[src/wdt_cfg.svh]
// Purpose: register offsets, field positions and reset values of the watchdog
// Assumes: APB with 32-bit data, one aligned word per register
// Notes: included by the package and by the watchdog top
`ifndef WDT_CFG_SVH
`define WDT_CFG_SVH
`define WDT_OFF_LOAD 12'h000
`define WDT_OFF_VALUE 12'h004
`define WDT_OFF_CTRL 12'h008
`define WDT_OFF_ICLR 12'h00C
`define WDT_OFF_RIS 12'h010
`define WDT_OFF_MIS 12'h014
`define WDT_OFF_LOCK 12'h018
`define WDT_OFF_STATUS 12'h01C
`define WDT_CTRL_INTEN 0
`define WDT_CTRL_RESEN 1
`define WDT_CTRL_STALL 2
`define WDT_ST_LOCKED 0
`define WDT_ST_RUNNING 1
`define WDT_LOCK_KEY 32'h1ACCE551
`define WDT_LOAD_RST 32'hFFFFFFFF
`define WDT_ZERO32 32'h00000000
`endif

[src/wdt_pkg.sv]
// Purpose: shared types of the watchdog
// Assumes: wdt_cfg.svh holds the register numbers; struct widths and state codes are literal here
// Notes: apb request travels as one packed struct
`include "wdt_cfg.svh"
package wdt_pkg;
   typedef struct packed {
      logic psel;
      logic penable;
      logic pwrite;
      logic [11:0] paddr;
      logic [31:0] pwdata;
   } wdt_apb_req_t;
   typedef enum logic [1:0] {
      WDT_IDLE = 2'b00,
      WDT_COUNT = 2'b01,
      WDT_ARMED = 2'b11
   } wdt_state_t;
endpackage : wdt_pkg

[src/wdt_top.sv]
// Purpose: two-stage watchdog timer with APB register access
// Assumes: single 40 MHz clock pclk, asynchronous active-low presetn
// Notes: debug halt input is a pin and is synchronised before use
//
// Decided for this implementation: the APB register port and the address map.
`timescale 1ns/10ps
`include "wdt_cfg.svh"
module wdt_top (
   input wire logic pclk,
   input wire logic presetn,
   input wire wdt_pkg::wdt_apb_req_t apb_req,
   output logic pready,
   output logic pslverr,
   output logic [31:0] prdata,
   input wire logic cpu_halted,
   output logic wdt_irq,
   output logic wdt_sys_reset
);
   import wdt_pkg::*;

   // ==========================================================
   // debug halt synchroniser
   logic halt_s1_r, halt_s2_r;
   always_ff @(posedge pclk or negedge presetn) begin
      if (!presetn) begin
         halt_s1_r <= 1'b0;
         halt_s2_r <= 1'b0;
      end else begin
         halt_s1_r <= cpu_halted;
         halt_s2_r <= halt_s1_r;
      end
   end

   // ==========================================================
   // apb decode
   logic wr_acc, rd_acc, rd_setup, mapped;
   always_comb begin
      wr_acc = apb_req.psel && apb_req.penable && apb_req.pwrite;
      rd_acc = apb_req.psel && apb_req.penable && !apb_req.pwrite;
      rd_setup = apb_req.psel && !apb_req.penable && !apb_req.pwrite;
      unique case (apb_req.paddr)
         `WDT_OFF_LOAD, `WDT_OFF_VALUE, `WDT_OFF_CTRL, `WDT_OFF_ICLR,
         `WDT_OFF_RIS, `WDT_OFF_MIS, `WDT_OFF_LOCK, `WDT_OFF_STATUS: mapped = 1'b1;
         default: mapped = 1'b0;
      endcase
   end

   // ==========================================================
   // configuration and counter state
   logic [31:0] load_r, load_nxt, count_r, count_nxt;
   logic run_r, run_nxt, inten_r, inten_nxt, resen_r, resen_nxt;
   logic stall_r, stall_nxt, locked_r, locked_nxt, ris_r, ris_nxt;
   logic rst_out_r, rst_out_nxt;
   logic [31:0] rdata_r, rdata_nxt;
   logic ready_r, ready_nxt, err_r, err_nxt;
   logic irq_r, irq_nxt;
   wdt_state_t state;

   logic cfg_wr, zero_hit, freeze, load_wr, ctrl_wr, clr_wr;
   always_comb begin
      cfg_wr = wr_acc && !locked_r;
      load_wr = cfg_wr && apb_req.paddr == `WDT_OFF_LOAD;
      ctrl_wr = cfg_wr && apb_req.paddr == `WDT_OFF_CTRL;
      clr_wr = wr_acc && apb_req.paddr == `WDT_OFF_ICLR;
      freeze = stall_r && halt_s2_r;
      zero_hit = run_r && !freeze && count_r == `WDT_ZERO32;
      state = !run_r ? WDT_IDLE : (ris_r ? WDT_ARMED : WDT_COUNT);
   end

   always_comb begin
      load_nxt = load_r;
      count_nxt = count_r;
      run_nxt = run_r;
      inten_nxt = inten_r;
      resen_nxt = resen_r;
      stall_nxt = stall_r;
      locked_nxt = locked_r;
      ris_nxt = ris_r;
      rst_out_nxt = 1'b0;
      if (load_wr) begin
         load_nxt = apb_req.pwdata;
      end
      if (ctrl_wr) begin
         // run and interrupt enables only ever set by software; reset enable and stall follow the written bits
         if (apb_req.pwdata[`WDT_CTRL_INTEN]) begin
            // one enable starts counter and interrupt
            run_nxt = 1'b1;
            inten_nxt = 1'b1;
         end
         resen_nxt = apb_req.pwdata[`WDT_CTRL_RESEN];
         stall_nxt = apb_req.pwdata[`WDT_CTRL_STALL];
      end
      // key unlocks, any other value locks
      if (wr_acc && apb_req.paddr == `WDT_OFF_LOCK) begin
         locked_nxt = apb_req.pwdata != `WDT_LOCK_KEY;
      end
      // clear drops the source; a same-cycle expiry below wins
      if (clr_wr) begin
         ris_nxt = 1'b0;
         count_nxt = load_r;
      end
      unique case (state)
         WDT_IDLE: begin
         end
         WDT_COUNT, WDT_ARMED: begin
            if (zero_hit) begin
               ris_nxt = 1'b1;
               count_nxt = load_r;
               if (ris_r && !clr_wr && resen_r) begin
                  rst_out_nxt = 1'b1;
               end
            end else if (!freeze && !clr_wr) begin
               count_nxt = count_r - 32'h00000001;
            end
         end
      endcase
      // running load write takes effect at once
      if (load_wr && run_r) begin
         count_nxt = apb_req.pwdata;
      end
      if (load_wr && apb_req.pwdata == `WDT_ZERO32 && run_r) begin
         ris_nxt = 1'b1;
      end
      if (!run_r && !run_nxt) begin
         count_nxt = load_nxt;
      end
      irq_nxt = ris_nxt && inten_nxt;
   end

   // ==========================================================
   // apb read path and response
   always_comb begin
      rdata_nxt = rdata_r;
      ready_nxt = apb_req.psel && !apb_req.penable;
      err_nxt = apb_req.psel && !apb_req.penable && !mapped;
      if (rd_setup) begin
         rdata_nxt = `WDT_ZERO32;
         unique case (apb_req.paddr)
            `WDT_OFF_LOAD: rdata_nxt = load_r;
            `WDT_OFF_VALUE: rdata_nxt = count_r;
            `WDT_OFF_CTRL: begin
               rdata_nxt[`WDT_CTRL_INTEN] = inten_r;
               rdata_nxt[`WDT_CTRL_RESEN] = resen_r;
               rdata_nxt[`WDT_CTRL_STALL] = stall_r;
            end
            `WDT_OFF_RIS: rdata_nxt[0] = ris_r;
            `WDT_OFF_MIS: rdata_nxt[0] = ris_r && inten_r;
            `WDT_OFF_LOCK: rdata_nxt[0] = locked_r;
            `WDT_OFF_STATUS: begin
               rdata_nxt[`WDT_ST_LOCKED] = locked_r;
               rdata_nxt[`WDT_ST_RUNNING] = run_r;
            end
            default: rdata_nxt = `WDT_ZERO32;
         endcase
      end
   end

   // ==========================================================
   // registers
   // counter, load, interrupt and lock state
   // reset clears lock; reset output registered
   always_ff @(posedge pclk or negedge presetn) begin
      if (!presetn) begin
         load_r <= `WDT_LOAD_RST;
         count_r <= `WDT_LOAD_RST;
         run_r <= 1'b0;
         inten_r <= 1'b0;
         resen_r <= 1'b0;
         stall_r <= 1'b0;
         locked_r <= 1'b0;
         ris_r <= 1'b0;
         rst_out_r <= 1'b0;
         irq_r <= 1'b0;
         rdata_r <= `WDT_ZERO32;
         ready_r <= 1'b0;
         err_r <= 1'b0;
      end else begin
         load_r <= load_nxt;
         count_r <= count_nxt;
         run_r <= run_nxt;
         inten_r <= inten_nxt;
         resen_r <= resen_nxt;
         stall_r <= stall_nxt;
         locked_r <= locked_nxt;
         ris_r <= ris_nxt;
         rst_out_r <= rst_out_nxt;
         irq_r <= irq_nxt;
         rdata_r <= rdata_nxt;
         ready_r <= ready_nxt;
         err_r <= err_nxt;
      end
   end

   always_comb begin
      pready = ready_r;
      pslverr = err_r;
      prdata = rdata_r;
      wdt_irq = irq_r;
      wdt_sys_reset = rst_out_r;
   end

   // ==========================================================
   // checks
   // locked load write
   a_lock_blocks_load: assert property (@(posedge pclk) disable iff (!presetn)
      (wr_acc && locked_r && apb_req.paddr == `WDT_OFF_LOAD) |=> $stable(load_r))
      else $error("load changed while locked");

   a_expiry_sets_int: assert property (@(posedge pclk) disable iff (!presetn)
      (zero_hit && !load_wr) |=> ris_r && count_r == $past(load_r))
      else $error("expiry did not raise interrupt and reload");

   a_second_resets: assert property (@(posedge pclk) disable iff (!presetn)
      (zero_hit && ris_r && resen_r && !clr_wr) |=> wdt_sys_reset)
      else $error("second timeout gave no reset");

   a_no_reset_dis: assert property (@(posedge pclk) disable iff (!presetn)
      !$past(resen_r) |-> !wdt_sys_reset)
      else $error("reset asserted while disabled");

   a_enable_sticky: assert property (@(posedge pclk) disable iff (!presetn)
      run_r |=> run_r && inten_r)
      else $error("enable dropped");

   a_enable_arms: assert property (@(posedge pclk) disable iff (!presetn)
      (ctrl_wr && apb_req.pwdata[`WDT_CTRL_INTEN]) |=> run_r && inten_r)
      else $error("enable did not arm");

   a_load_running: assert property (@(posedge pclk) disable iff (!presetn)
      (load_wr && run_r) |=> count_r == $past(apb_req.pwdata))
      else $error("running load not applied");

   a_stall_holds: assert property (@(posedge pclk) disable iff (!presetn)
      (freeze && !load_wr && !clr_wr) |=> $stable(count_r))
      else $error("counter moved while stalled");

   a_zero_load_int: assert property (@(posedge pclk) disable iff (!presetn)
      (load_wr && run_r && apb_req.pwdata == `WDT_ZERO32) |=> wdt_irq)
      else $error("zero load gave no interrupt");

   a_clear_drops: assert property (@(posedge pclk) disable iff (!presetn)
      (clr_wr && !zero_hit && !load_wr) |=> !ris_r)
      else $error("clear did not drop interrupt");

   a_count_down: assert property (@(posedge pclk) disable iff (!presetn)
      (run_r && !freeze && !clr_wr && !load_wr && count_r != `WDT_ZERO32)
      |=> count_r == $past(count_r) - 32'h00000001)
      else $error("counter did not step down");

   a_clear_reloads: assert property (@(posedge pclk) disable iff (!presetn)
      (clr_wr && !zero_hit && !load_wr) |=> count_r == $past(load_r))
      else $error("clear did not reload counter");

   a_reset_cause: assert property (@(posedge pclk) disable iff (!presetn)
      wdt_sys_reset |-> $past(zero_hit) && $past(ris_r) && $past(resen_r))
      else $error("reset output without second timeout");

   a_lock_blocks_ctrl: assert property (@(posedge pclk) disable iff (!presetn)
      (wr_acc && locked_r && apb_req.paddr == `WDT_OFF_CTRL)
      |=> $stable(inten_r) && $stable(resen_r) && $stable(stall_r))
      else $error("control changed while locked");

   a_unlock_key: assert property (@(posedge pclk) disable iff (!presetn)
      (wr_acc && apb_req.paddr == `WDT_OFF_LOCK && apb_req.pwdata == `WDT_LOCK_KEY)
      |=> !locked_r)
      else $error("unlock key did not unlock");

   a_lock_other: assert property (@(posedge pclk) disable iff (!presetn)
      (wr_acc && apb_req.paddr == `WDT_OFF_LOCK && apb_req.pwdata != `WDT_LOCK_KEY)
      |=> locked_r)
      else $error("lock write did not lock");

   a_lock_reads: assert property (@(posedge pclk) disable iff (!presetn)
      (rd_setup && apb_req.paddr == `WDT_OFF_LOCK)
      |=> prdata == {31'h00000000, $past(locked_r)})
      else $error("lock status read mismatch");

   a_reload_reads: assert property (@(posedge pclk) disable iff (!presetn)
      (rd_setup && apb_req.paddr == `WDT_OFF_LOAD) |=> prdata == $past(load_r))
      else $error("load read-back mismatch");

   a_value_reads: assert property (@(posedge pclk) disable iff (!presetn)
      (rd_setup && apb_req.paddr == `WDT_OFF_VALUE) |=> prdata == $past(count_r))
      else $error("counter value read mismatch");

   a_read_ready: assert property (@(posedge pclk) disable iff (!presetn)
      rd_acc |-> pready)
      else $error("read access not answered");

   a_raw_status: assert property (@(posedge pclk) disable iff (!presetn)
      (rd_setup && apb_req.paddr == `WDT_OFF_RIS) |=> prdata[0] == $past(ris_r))
      else $error("raw status read mismatch");

   a_masked_status: assert property (@(posedge pclk) disable iff (!presetn)
      (rd_setup && apb_req.paddr == `WDT_OFF_MIS)
      |=> prdata[0] == ($past(ris_r) && $past(inten_r)))
      else $error("masked status read mismatch");

   a_run_status: assert property (@(posedge pclk) disable iff (!presetn)
      (rd_setup && apb_req.paddr == `WDT_OFF_STATUS)
      |=> prdata[`WDT_ST_RUNNING] == $past(run_r))
      else $error("running status read mismatch");
endmodule : wdt_top

[config.mk]
export PLATFORM = sky130hd
export DESIGN_NAME = wdt_top
export DESIGN_NICKNAME = d
export VERILOG_FILES = /design/src/wdt_pkg.sv /design/src/wdt_top.sv
export VERILOG_INCLUDE_DIRS = /design/src
export SDC_FILE = /design/constraint.sdc
export NUM_CORES = 1
export LEC_CHECK = 0
export BUFFER_PORTS_ARGS = -buffer_cell sky130_fd_sc_hd__buf_2
export CORE_ASPECT_RATIO = 0.6
export CORE_MARGIN = 8
export CORE_UTILIZATION = 61
export CTS_BUF_LIST = sky130_fd_sc_hd__clkbuf_8 sky130_fd_sc_hd__clkbuf_16
export DETAILED_ROUTE_END_ITERATION = 16
export MAX_ROUTING_LAYER = met4
export PLACE_DENSITY_LB_ADDON = 0.3
export SKIP_LAST_GASP = 1
export SYNTH_ARGS = -nofsm -noshare
export SYNTH_HDL_FRONTEND = slang
export SYNTH_SLANG_ARGS = --single-unit
[constraint.sdc]
create_clock -name pclk -period 4.42 [get_ports pclk]
set_clock_uncertainty 0.1 [all_clocks]
set_input_delay 0.442 -clock pclk [delete_from_list [all_inputs] [get_ports pclk]]
set_output_delay 0.442 -clock pclk [all_outputs]
set_load 0.02 [all_outputs]
==> key figures, run 1 <==
Clock tree
  • Resized Gates After CTS: 0
  • Clock sink count: approximately 110
  • Clock latency on the worst-skew pair: around 0.36 ns
  • Total CTS buffers: 9
  • Clock buffer depth: 2
  • Hold-fix buffers, CTS: 0
  • CTS tree: built
  • Post-CTS setup buffer count: 0
  • CTS clk-pin slew, worst paths: 0.08 ns
  • Htree depth: 3
  • Root Buffer: clkbuf_16

Floorplan
  • Die height: 96.32 µm
  • Die area: between 10000 and 15000 µm²
  • Core ar.: approximately 11000 µm²
  • Std cell rows: 29
  • Effective utilization at floorplan: roughly 62%
  • Die W: ~150 µm
  • I/O pin count: 86

Worst hold path
  • Hold Path Depth: 1
  • Min-delay src: cpu_halted
  • Hold Path Class: input pin to flop
  • Worst hold endpoint: halt_s1_r

Setup path
  • Setup crit end kind: flop
  • Crit path max fanout: 32
  • Reg2reg start: count_r[0]
  • Worst reg2reg setup slack: approximately 1.3 ns
  • Req. time, crit path: between 4 and 5 ns
  • Capture point of the worst reg-to-reg path: count_r[23]
  • CP Cell Sequence: inv_1, ha_1, nor4b_1, and4_1, a31oi_4, buf_4, nor2_1, a211oi_1, o221a_1
  • Crit path max-delay cell type: a31oi_4
  • CP peak stage delay: around 0.83 ns
  • Critical path class: flop to flop
  • Setup crit start kind: flop
  • Worst R2R Path Depth: 9
  • CP Data Arrival Time: between 3 and 4 ns

Final layout
  • Layout Nets: approximately 900
  • Final core utilization: around 70%
  • Area Overhead vs Synth: 11.67%
  • Final Cell Area: 7325 µm²
  • ANT cells: 0
  • Share of cells above drive strength 1: between 20% and 30%
  • Fill cells: ~880

Detailed routing
  • First drt pass iteration count: 7
  • Vias per inst: between 6 and 7
  • Final wirelength: 21030 µm
  • DRC violations left: 0
  • Via count: about 6.6k
  • Avg WL per Cell: 21.59 µm
  • ANT nets after route: 0
  • Starting DRT DRC Count: roughly 760

Pwr
  • Leakage: roughly 3.2 nW
  • Combinational share of power: ~13%
  • Max rail drop VDD: 0.0002404 V
  • Internal power: around 1.5 mW
  • Clock share of power: 37.1%
  • Sequential Power Share: between 50 and 60%
  • Net Switching: 0.5942 mW
  • Power Dens Cells: between 200 and 300 nW/µm²
  • Sw frac: approximately 28%
  • Overall power: around 2.1 mW

Yosys
  • Post-Syn Area per Cell: 8.452 µm²
  • Synth Flop Type: dfstp_2
  • EDFF count, synth: 0
  • Seq/Total Area, Yosys: a little over two fifths
  • Mapped Area: ~6600 µm²
  • Async S/R FF share, synth: 100.0%
  • YS warnings: 0
  • Yosys cell types: 69
  • Synth Instances: 776
  • #FFs+latches synth: ~110
  • Synth Net Count: between 800 and 900

Outcome
  • Status: complete, no violations

GRT
  • First-pass GRT wire length: 33540 µm
  • Largest net degree at the start of global routing: just over 80
  • Vias in the first global route: between 6k and 7k
  • Grt total ovfl: 0
  • Overall Global Routing Usage: between 30 and 40%
  • Initial antenna violation count: 0

Timing
  • Final min period: 3.165 ns
  • Fmax: ~0.32 GHz
  • Final Hold Fails: 0
  • Worst Tran Pin Value: between 1 and 1.5 ns
  • Unrepaired setup endpoints after global routing: false
  • Worst rel slew slack: 31.13%
  • Max Slew Vio Count: 0
  • Setup violators final: 0
  • Setup TNS: 0 ns
  • Fin crit share: between 70% and 80%

Placement
  • GPL Wtd Cong: slightly below 1
  • Post-DP HPWL: 14500 µm
  • Placement Cell Area: 7044 µm²
  • Port bufs: 85

Run
  • Max Cap Violations: 0
[synthesized netlist by cell type (3+ instances only)]
master | number | area share, %
dfrtp_1 | 44 | 17
a21oi_1 | 50 | 3.8
or2_2 | 3 | 0.29
o21ai_0 | 10 | 0.76
nand2_1 | 173 | 9.9
o22ai_1 | 3 | 0.29
o211ai_1 | 12 | 1.4
o21bai_1 | 3 | 0.34
o221a_2 | 3 | 0.52
buf_2 | 15 | 1.1
a31oi_1 | 16 | 1.5
o31ai_1 | 3 | 0.34
nor3_1 | 22 | 1.7
nand2b_1 | 6 | 0.57
nor4_4 | 3 | 0.97
or4_1 | 5 | 0.57
o211a_1 | 6 | 0.92
a21o_1 | 4 | 0.46
and4_1 | 4 | 0.53
xnor2_1 | 17 | 2.3
inv_1 | 6 | 0.34
a22oi_1 | 30 | 3.4
dfstp_2 | 64 | 26
a32oi_1 | 9 | 1.2
nand4_1 | 16 | 1.5
o221a_1 | 3 | 0.52
mux2i_1 | 7 | 1.1
nor2_1 | 71 | 4.1
o22a_1 | 5 | 0.67
or3_1 | 7 | 0.67
nor4_1 | 14 | 1.3
nand3_1 | 36 | 2.7
xor2_1 | 10 | 1.3
nor2b_1 | 3 | 0.29
mux2_2 | 6 | 1.0
clkbuf_1 | 36 | 2.1
a211oi_1 | 12 | 1.4
[power by group through the flow]
stage	combinational (mW)	sequential, mW	clock [mW]
after detailed placement	0.275	1.08	0
after global routing	0.299	1.07	0.828
final	0.273	1.06	0.788
after global placement	0.269	1.08	0
after floorplan	0.0881	1.14	0
after CTS	0.276	1.06	0.789
[cell families (layout without fill, tap and decap cells)]
group	Yosys count	in the layout	share of synthesized area (%)
buf+inv	60	119	3.892
xor+xnor	27	27	3.605
flops	108	108	42.43
fa+ha+maj	1	1	0.1907
mux	13	13	2.098
compound gates	185	185	19.74
simple gates	382	382	28.04
[final cells by class]
cell class / count / area, µm² / share of cell area, %
Clock inverter: 6 / 41.29 / 0.5637
Tap cell: 139 / 173.9 / 2.374
Clock buffer: 10 / 239.0 / 3.263
Multi-Input combinational cell: 608 / 3547 / 48.43
Sequential cell: 108 / 2783 / 37.99
Inverter: 6 / 22.52 / 0.3075
Timing Repair Buffer: 97 / 518.0 / 7.072
[critical path: cells and delay by family, from the launching register on]
| kind | cells | cell delay, ns |
|---|---|---|
| buffers and inverters | 2 | 0.42 |
| and+or+nand+nor | 3 | 0.48 |
| AOI/OAI and AO/OA | 3 | 1.27 |
| adders and majority gates | 1 | 0.23 |
| DFF | 1 | 0.59 |
[sequential cells by signal (all words and copies together) (netlist names)]
name and flops:
ris_r 1, pslverr 1, stall_r 1, prdata 32, wdt_irq 1, wdt_sys_reset 1
load_r 32, resen_r 1, inten_r 1, halt_s1_r 1, locked_r 1, count_r 32
pready 1, run_r 1, halt_s2_r 1
[metal layers]
layer  vias to the layer above  wire length (µm)  part of all wire [%]  track usage (%)
met5                         -                 0                     0                -
met4                         0               449                   2.1            9.347
met3                        55              2329                    11            6.995
met2                       463              9261                    44            45.30
met1                      3124              8990                    43            41.24
li1                       2918                 -                     -                -
[stage by stage]
stage	instances	hold WS, ns	setup slack, ns
6_report	974	0.09590	1.255
5_1_grt	974	0.09057	1.091
4_1_cts	974	0.09240	1.322
3_5_place_dp	958	0.2347	1.373
3_3_place_gp	958	0.2418	1.452
2_1_floorplan	776	0.04641	2.034
[cells in the final DEF (no fill, tap or decap), types with 17 or more instances in the layout]
master	count
buf_2	84
nor2_1	68
dfrtp_1	44
a22oi_1	30
nand3_1	36
a21oi_1	50
nand2_1	173
nor3_1	22
dfstp_2	64
xnor2_1	17
[worst max-delay path by stage]
stage | start | to | slack, ns | cells past startpoint
6_report | count_r[0] | count_r[23] | 1.26 | 9
5_1_grt | count_r[0] | count_r[30] | 1.09 | 9
4_1_cts | count_r[0] | count_r[23] | 1.32 | 9
3_5_place_dp | count_r[0] | count_r[23] | 1.37 | 9
3_3_place_gp | count_r[0] | count_r[23] | 1.45 | 9
2_1_floorplan | count_r[0] | count_r[11] | 2.03 | 9
Power figures use the tool's default switching activity.
==> inputs of run 2 (changes only) <==
CORE_UTILIZATION = 59   (was 61)
clock period = 3.21 ns   (was 4.42 ns; I/O delays follow)
==> run 2 against run 1 <==
Compared with the run above: sequential share of layout area down 0.48 points; first-iteration DRC count increased by 4.1%; via count increased by 0.85%; sequential power rose by 38%; die area increased by 2.9%; critical endpoint is now count_r[24]; largest cell class unchanged; largest power group unchanged.
==> key figures, run 2 (synthesis results as in run 1) <==
Final layout
  • Cell Count, Final, Fillers Out: 982 (+0.82%)
  • Area of the multi-input gates: 3542 µm² (-0.14%)
  • Most frequent cells in the layout: 173 x nand2_1, 84 x buf_2, 68 x nor2_1, 64 x dfstp_2, 50 x a21oi_1
  • Share of cells above drive strength 1: 25.27% (+0.48 points)
  • Sequential cell area: 2783 µm² (unchanged)
  • Final core utilization: 69.30% (-0.30 points)
  • Layout Nets: 889 (+0.91%)
  • Most common cell after layout, fill and taps aside: nand2_1
  • Final Cell Area: 7418 µm² (+1.3%)
  • Area Overhead vs Synth: 13.11%
  • ANT cells: 0 (unchanged)
  • Fill cells: 872 (-0.80%)

Floorplan
  • Core ar.: 10700 µm² (+1.7%)
  • Std cell rows: 29 (unchanged)
  • Die height: 97.67 µm (+1.4%)
  • Die area: 14860 µm² (+2.9%)
  • I/O pin count: 86 (unchanged)
  • Die W: 152.1 µm (+1.5%)
  • Effective utilization at floorplan: 61.27% (-1.1 points)

Detailed routing
  • First drt pass iteration count: 7 (unchanged)
  • DRC violations left: 0 (unchanged)
  • Via count: 6616 (+0.85%)
  • Vias per inst: 6.737 (about the same)
  • Final wirelength: 21270 µm (+1.1%)
  • Starting DRT DRC Count: 787 (+4.1%)
  • ANT nets after route: 0 (unchanged)
  • Avg WL per Cell: 21.66 µm (+0.32%)

Pwr
  • Max rail drop VDD: 0.0003435 V (+43%)
  • Leakage: 3.236 nW (+1.9%)
  • Overall power: 2.988 mW (+41%)
  • Power Dens Cells: 402.8 nW/µm² (+39%)

GRT
  • Vias in the first global route: 6569 (+5.4%)
  • Grt total ovfl: 0 (unchanged)
  • First-pass GRT wire length: 34210 µm (+2.0%)
  • Initial antenna violation count: 0 (unchanged)
  • Largest net degree at the start of global routing: 67 (-18%)
  • Overall Global Routing Usage: 29.13% (-1.5 points)

Timing
  • Final min period: 2.775 ns (-0.3897 ns)
  • Hold slack: 0.08438 ns (-0.01152 ns)
  • Final Hold Fails: 0 (unchanged)
  • Worst rel slew slack: 25.53% (-5.6 points)
  • Worst Tran Pin Value: 1.116 ns (+0.08335 ns)
  • Setup violators final: 0 (unchanged)
  • Unrepaired setup endpoints after global routing: false
  • Fin crit share: 86.46% (+15 points)
  • Fin worst setup slack: 0.4348 ns (-0.8203 ns)
  • Fmax: 0.3603 GHz (+14%)
  • Max Slew Vio Count: 0 (unchanged)
  • Setup TNS: 0 ns (unchanged)

Placement
  • Port bufs: 85 (unchanged)
  • Placement Cell Area: 7097 µm² (+0.75%)
  • GPL Wtd Cong: 0.9493 (-3.9%)
  • Cells after DPL: 964 (+0.63%)
  • Post-DP HPWL: 14680 µm (+1.3%)
  • Pre-CTS setup slack: 0.6129 ns (-0.7599 ns)

Clock tree
  • Clock sink count: 108 (unchanged)
  • Resized Gates After CTS: 0 (unchanged)
  • CTS tree: built
  • Htree depth: 3 (unchanged)
  • Root Buffer: clkbuf_16
  • Post-CTS setup buffer count: 0 (unchanged)
  • CTS clk-pin slew, worst paths: 0.07 ns (about the same)
  • Clock latency on the worst-skew pair: 0.36 ns (about the same)
  • Clock buffer depth: 2 (unchanged)
  • Total CTS buffers: 9 (unchanged)

Setup path
  • CP Data Arrival Time: 2.94 ns (-0.42 ns)
  • Req. time, crit path: 3.37 ns (-1.25 ns)
  • Setup crit end kind: flop
  • Setup crit start kind: flop
  • Reg2reg start: count_r[0]
  • Worst R2R Path Depth: 9 (unchanged)
  • Crit path max fanout: 5 (-84%)
  • Worst reg2reg setup slack: 0.43 ns (-0.82 ns)
  • Critical path class: flop to flop
  • Capture point of the worst reg-to-reg path: count_r[24]

Worst hold path
  • Hold Path Class: input pin to flop
  • Worst hold endpoint: load_r[3]
  • Min-delay src: apb_req[3]
  • Hold Path Depth: 3 (+2)

Run
  • Max Cap Violations: 0 (unchanged)

Outcome
  • Status: complete, no violations
==> run 2: power breakdown <==
part	total (mW)	internal, mW	switching, mW
Sequential	1.46	1.43	0.0341
Combinational	0.380	0.132	0.248
Clock	1.14	0.614	0.529
Total	2.99	2.18	0.811
==> run 2: what timing repair did <==
item | in CTS | in global routing
hold endpoints to repair | 8 | 0
endpoints found under the setup margin | 0 | 0
hold buffers | 2 | 0
==> run 2: how the worst max path moves through the flow <==
stage	start	end	slack (ns)	depth (start not counted)
after global routing	count_r[0]	count_r[22]	0.35	9
after floorplan	count_r[0]	count_r[11]	0.82	9
after detailed placement	apb_req[37]	count_r[30]	0.61	7
final	count_r[0]	count_r[24]	0.43	9
after global placement	count_r[0]	count_r[11]	0.63	9
after CTS	count_r[0]	count_r[12]	0.58	9
==> run 2: cell type report <==
cell class / count / area share (%)
clock buffers: 9 / 3.036
clock inverters: 7 / 1.029
inverters: 6 / 0.3036
multi-input cells: 608 / 47.75
flip-flops and latches: 108 / 37.51
well taps: 139 / 2.344
repair buffers: 105 / 8.028
==> run 2: worst max-delay path, stage by stage, from the launching register on <==
cell       delay (ns)
dfstp_2          0.40
inv_1            0.09
ha_1             0.24
nor4b_1          0.56
nor4bb_1         0.45
buf_4            0.19
nand2_1          0.10
o21ai_0          0.28
a2bb2oi_1        0.20
a31oi_1          0.06
==> run 2: per-layer routing <==
metal / vias to the layer above / share of wire (%) / track usage (%)
li1: 2940 / - / -
met1: 3135 / 41 / 37.18
met2: 452 / 44 / 43.73
met3: 89 / 12 / 7.327
met4: 0 / 3.1 / 11.61
met5: - / 0 / -
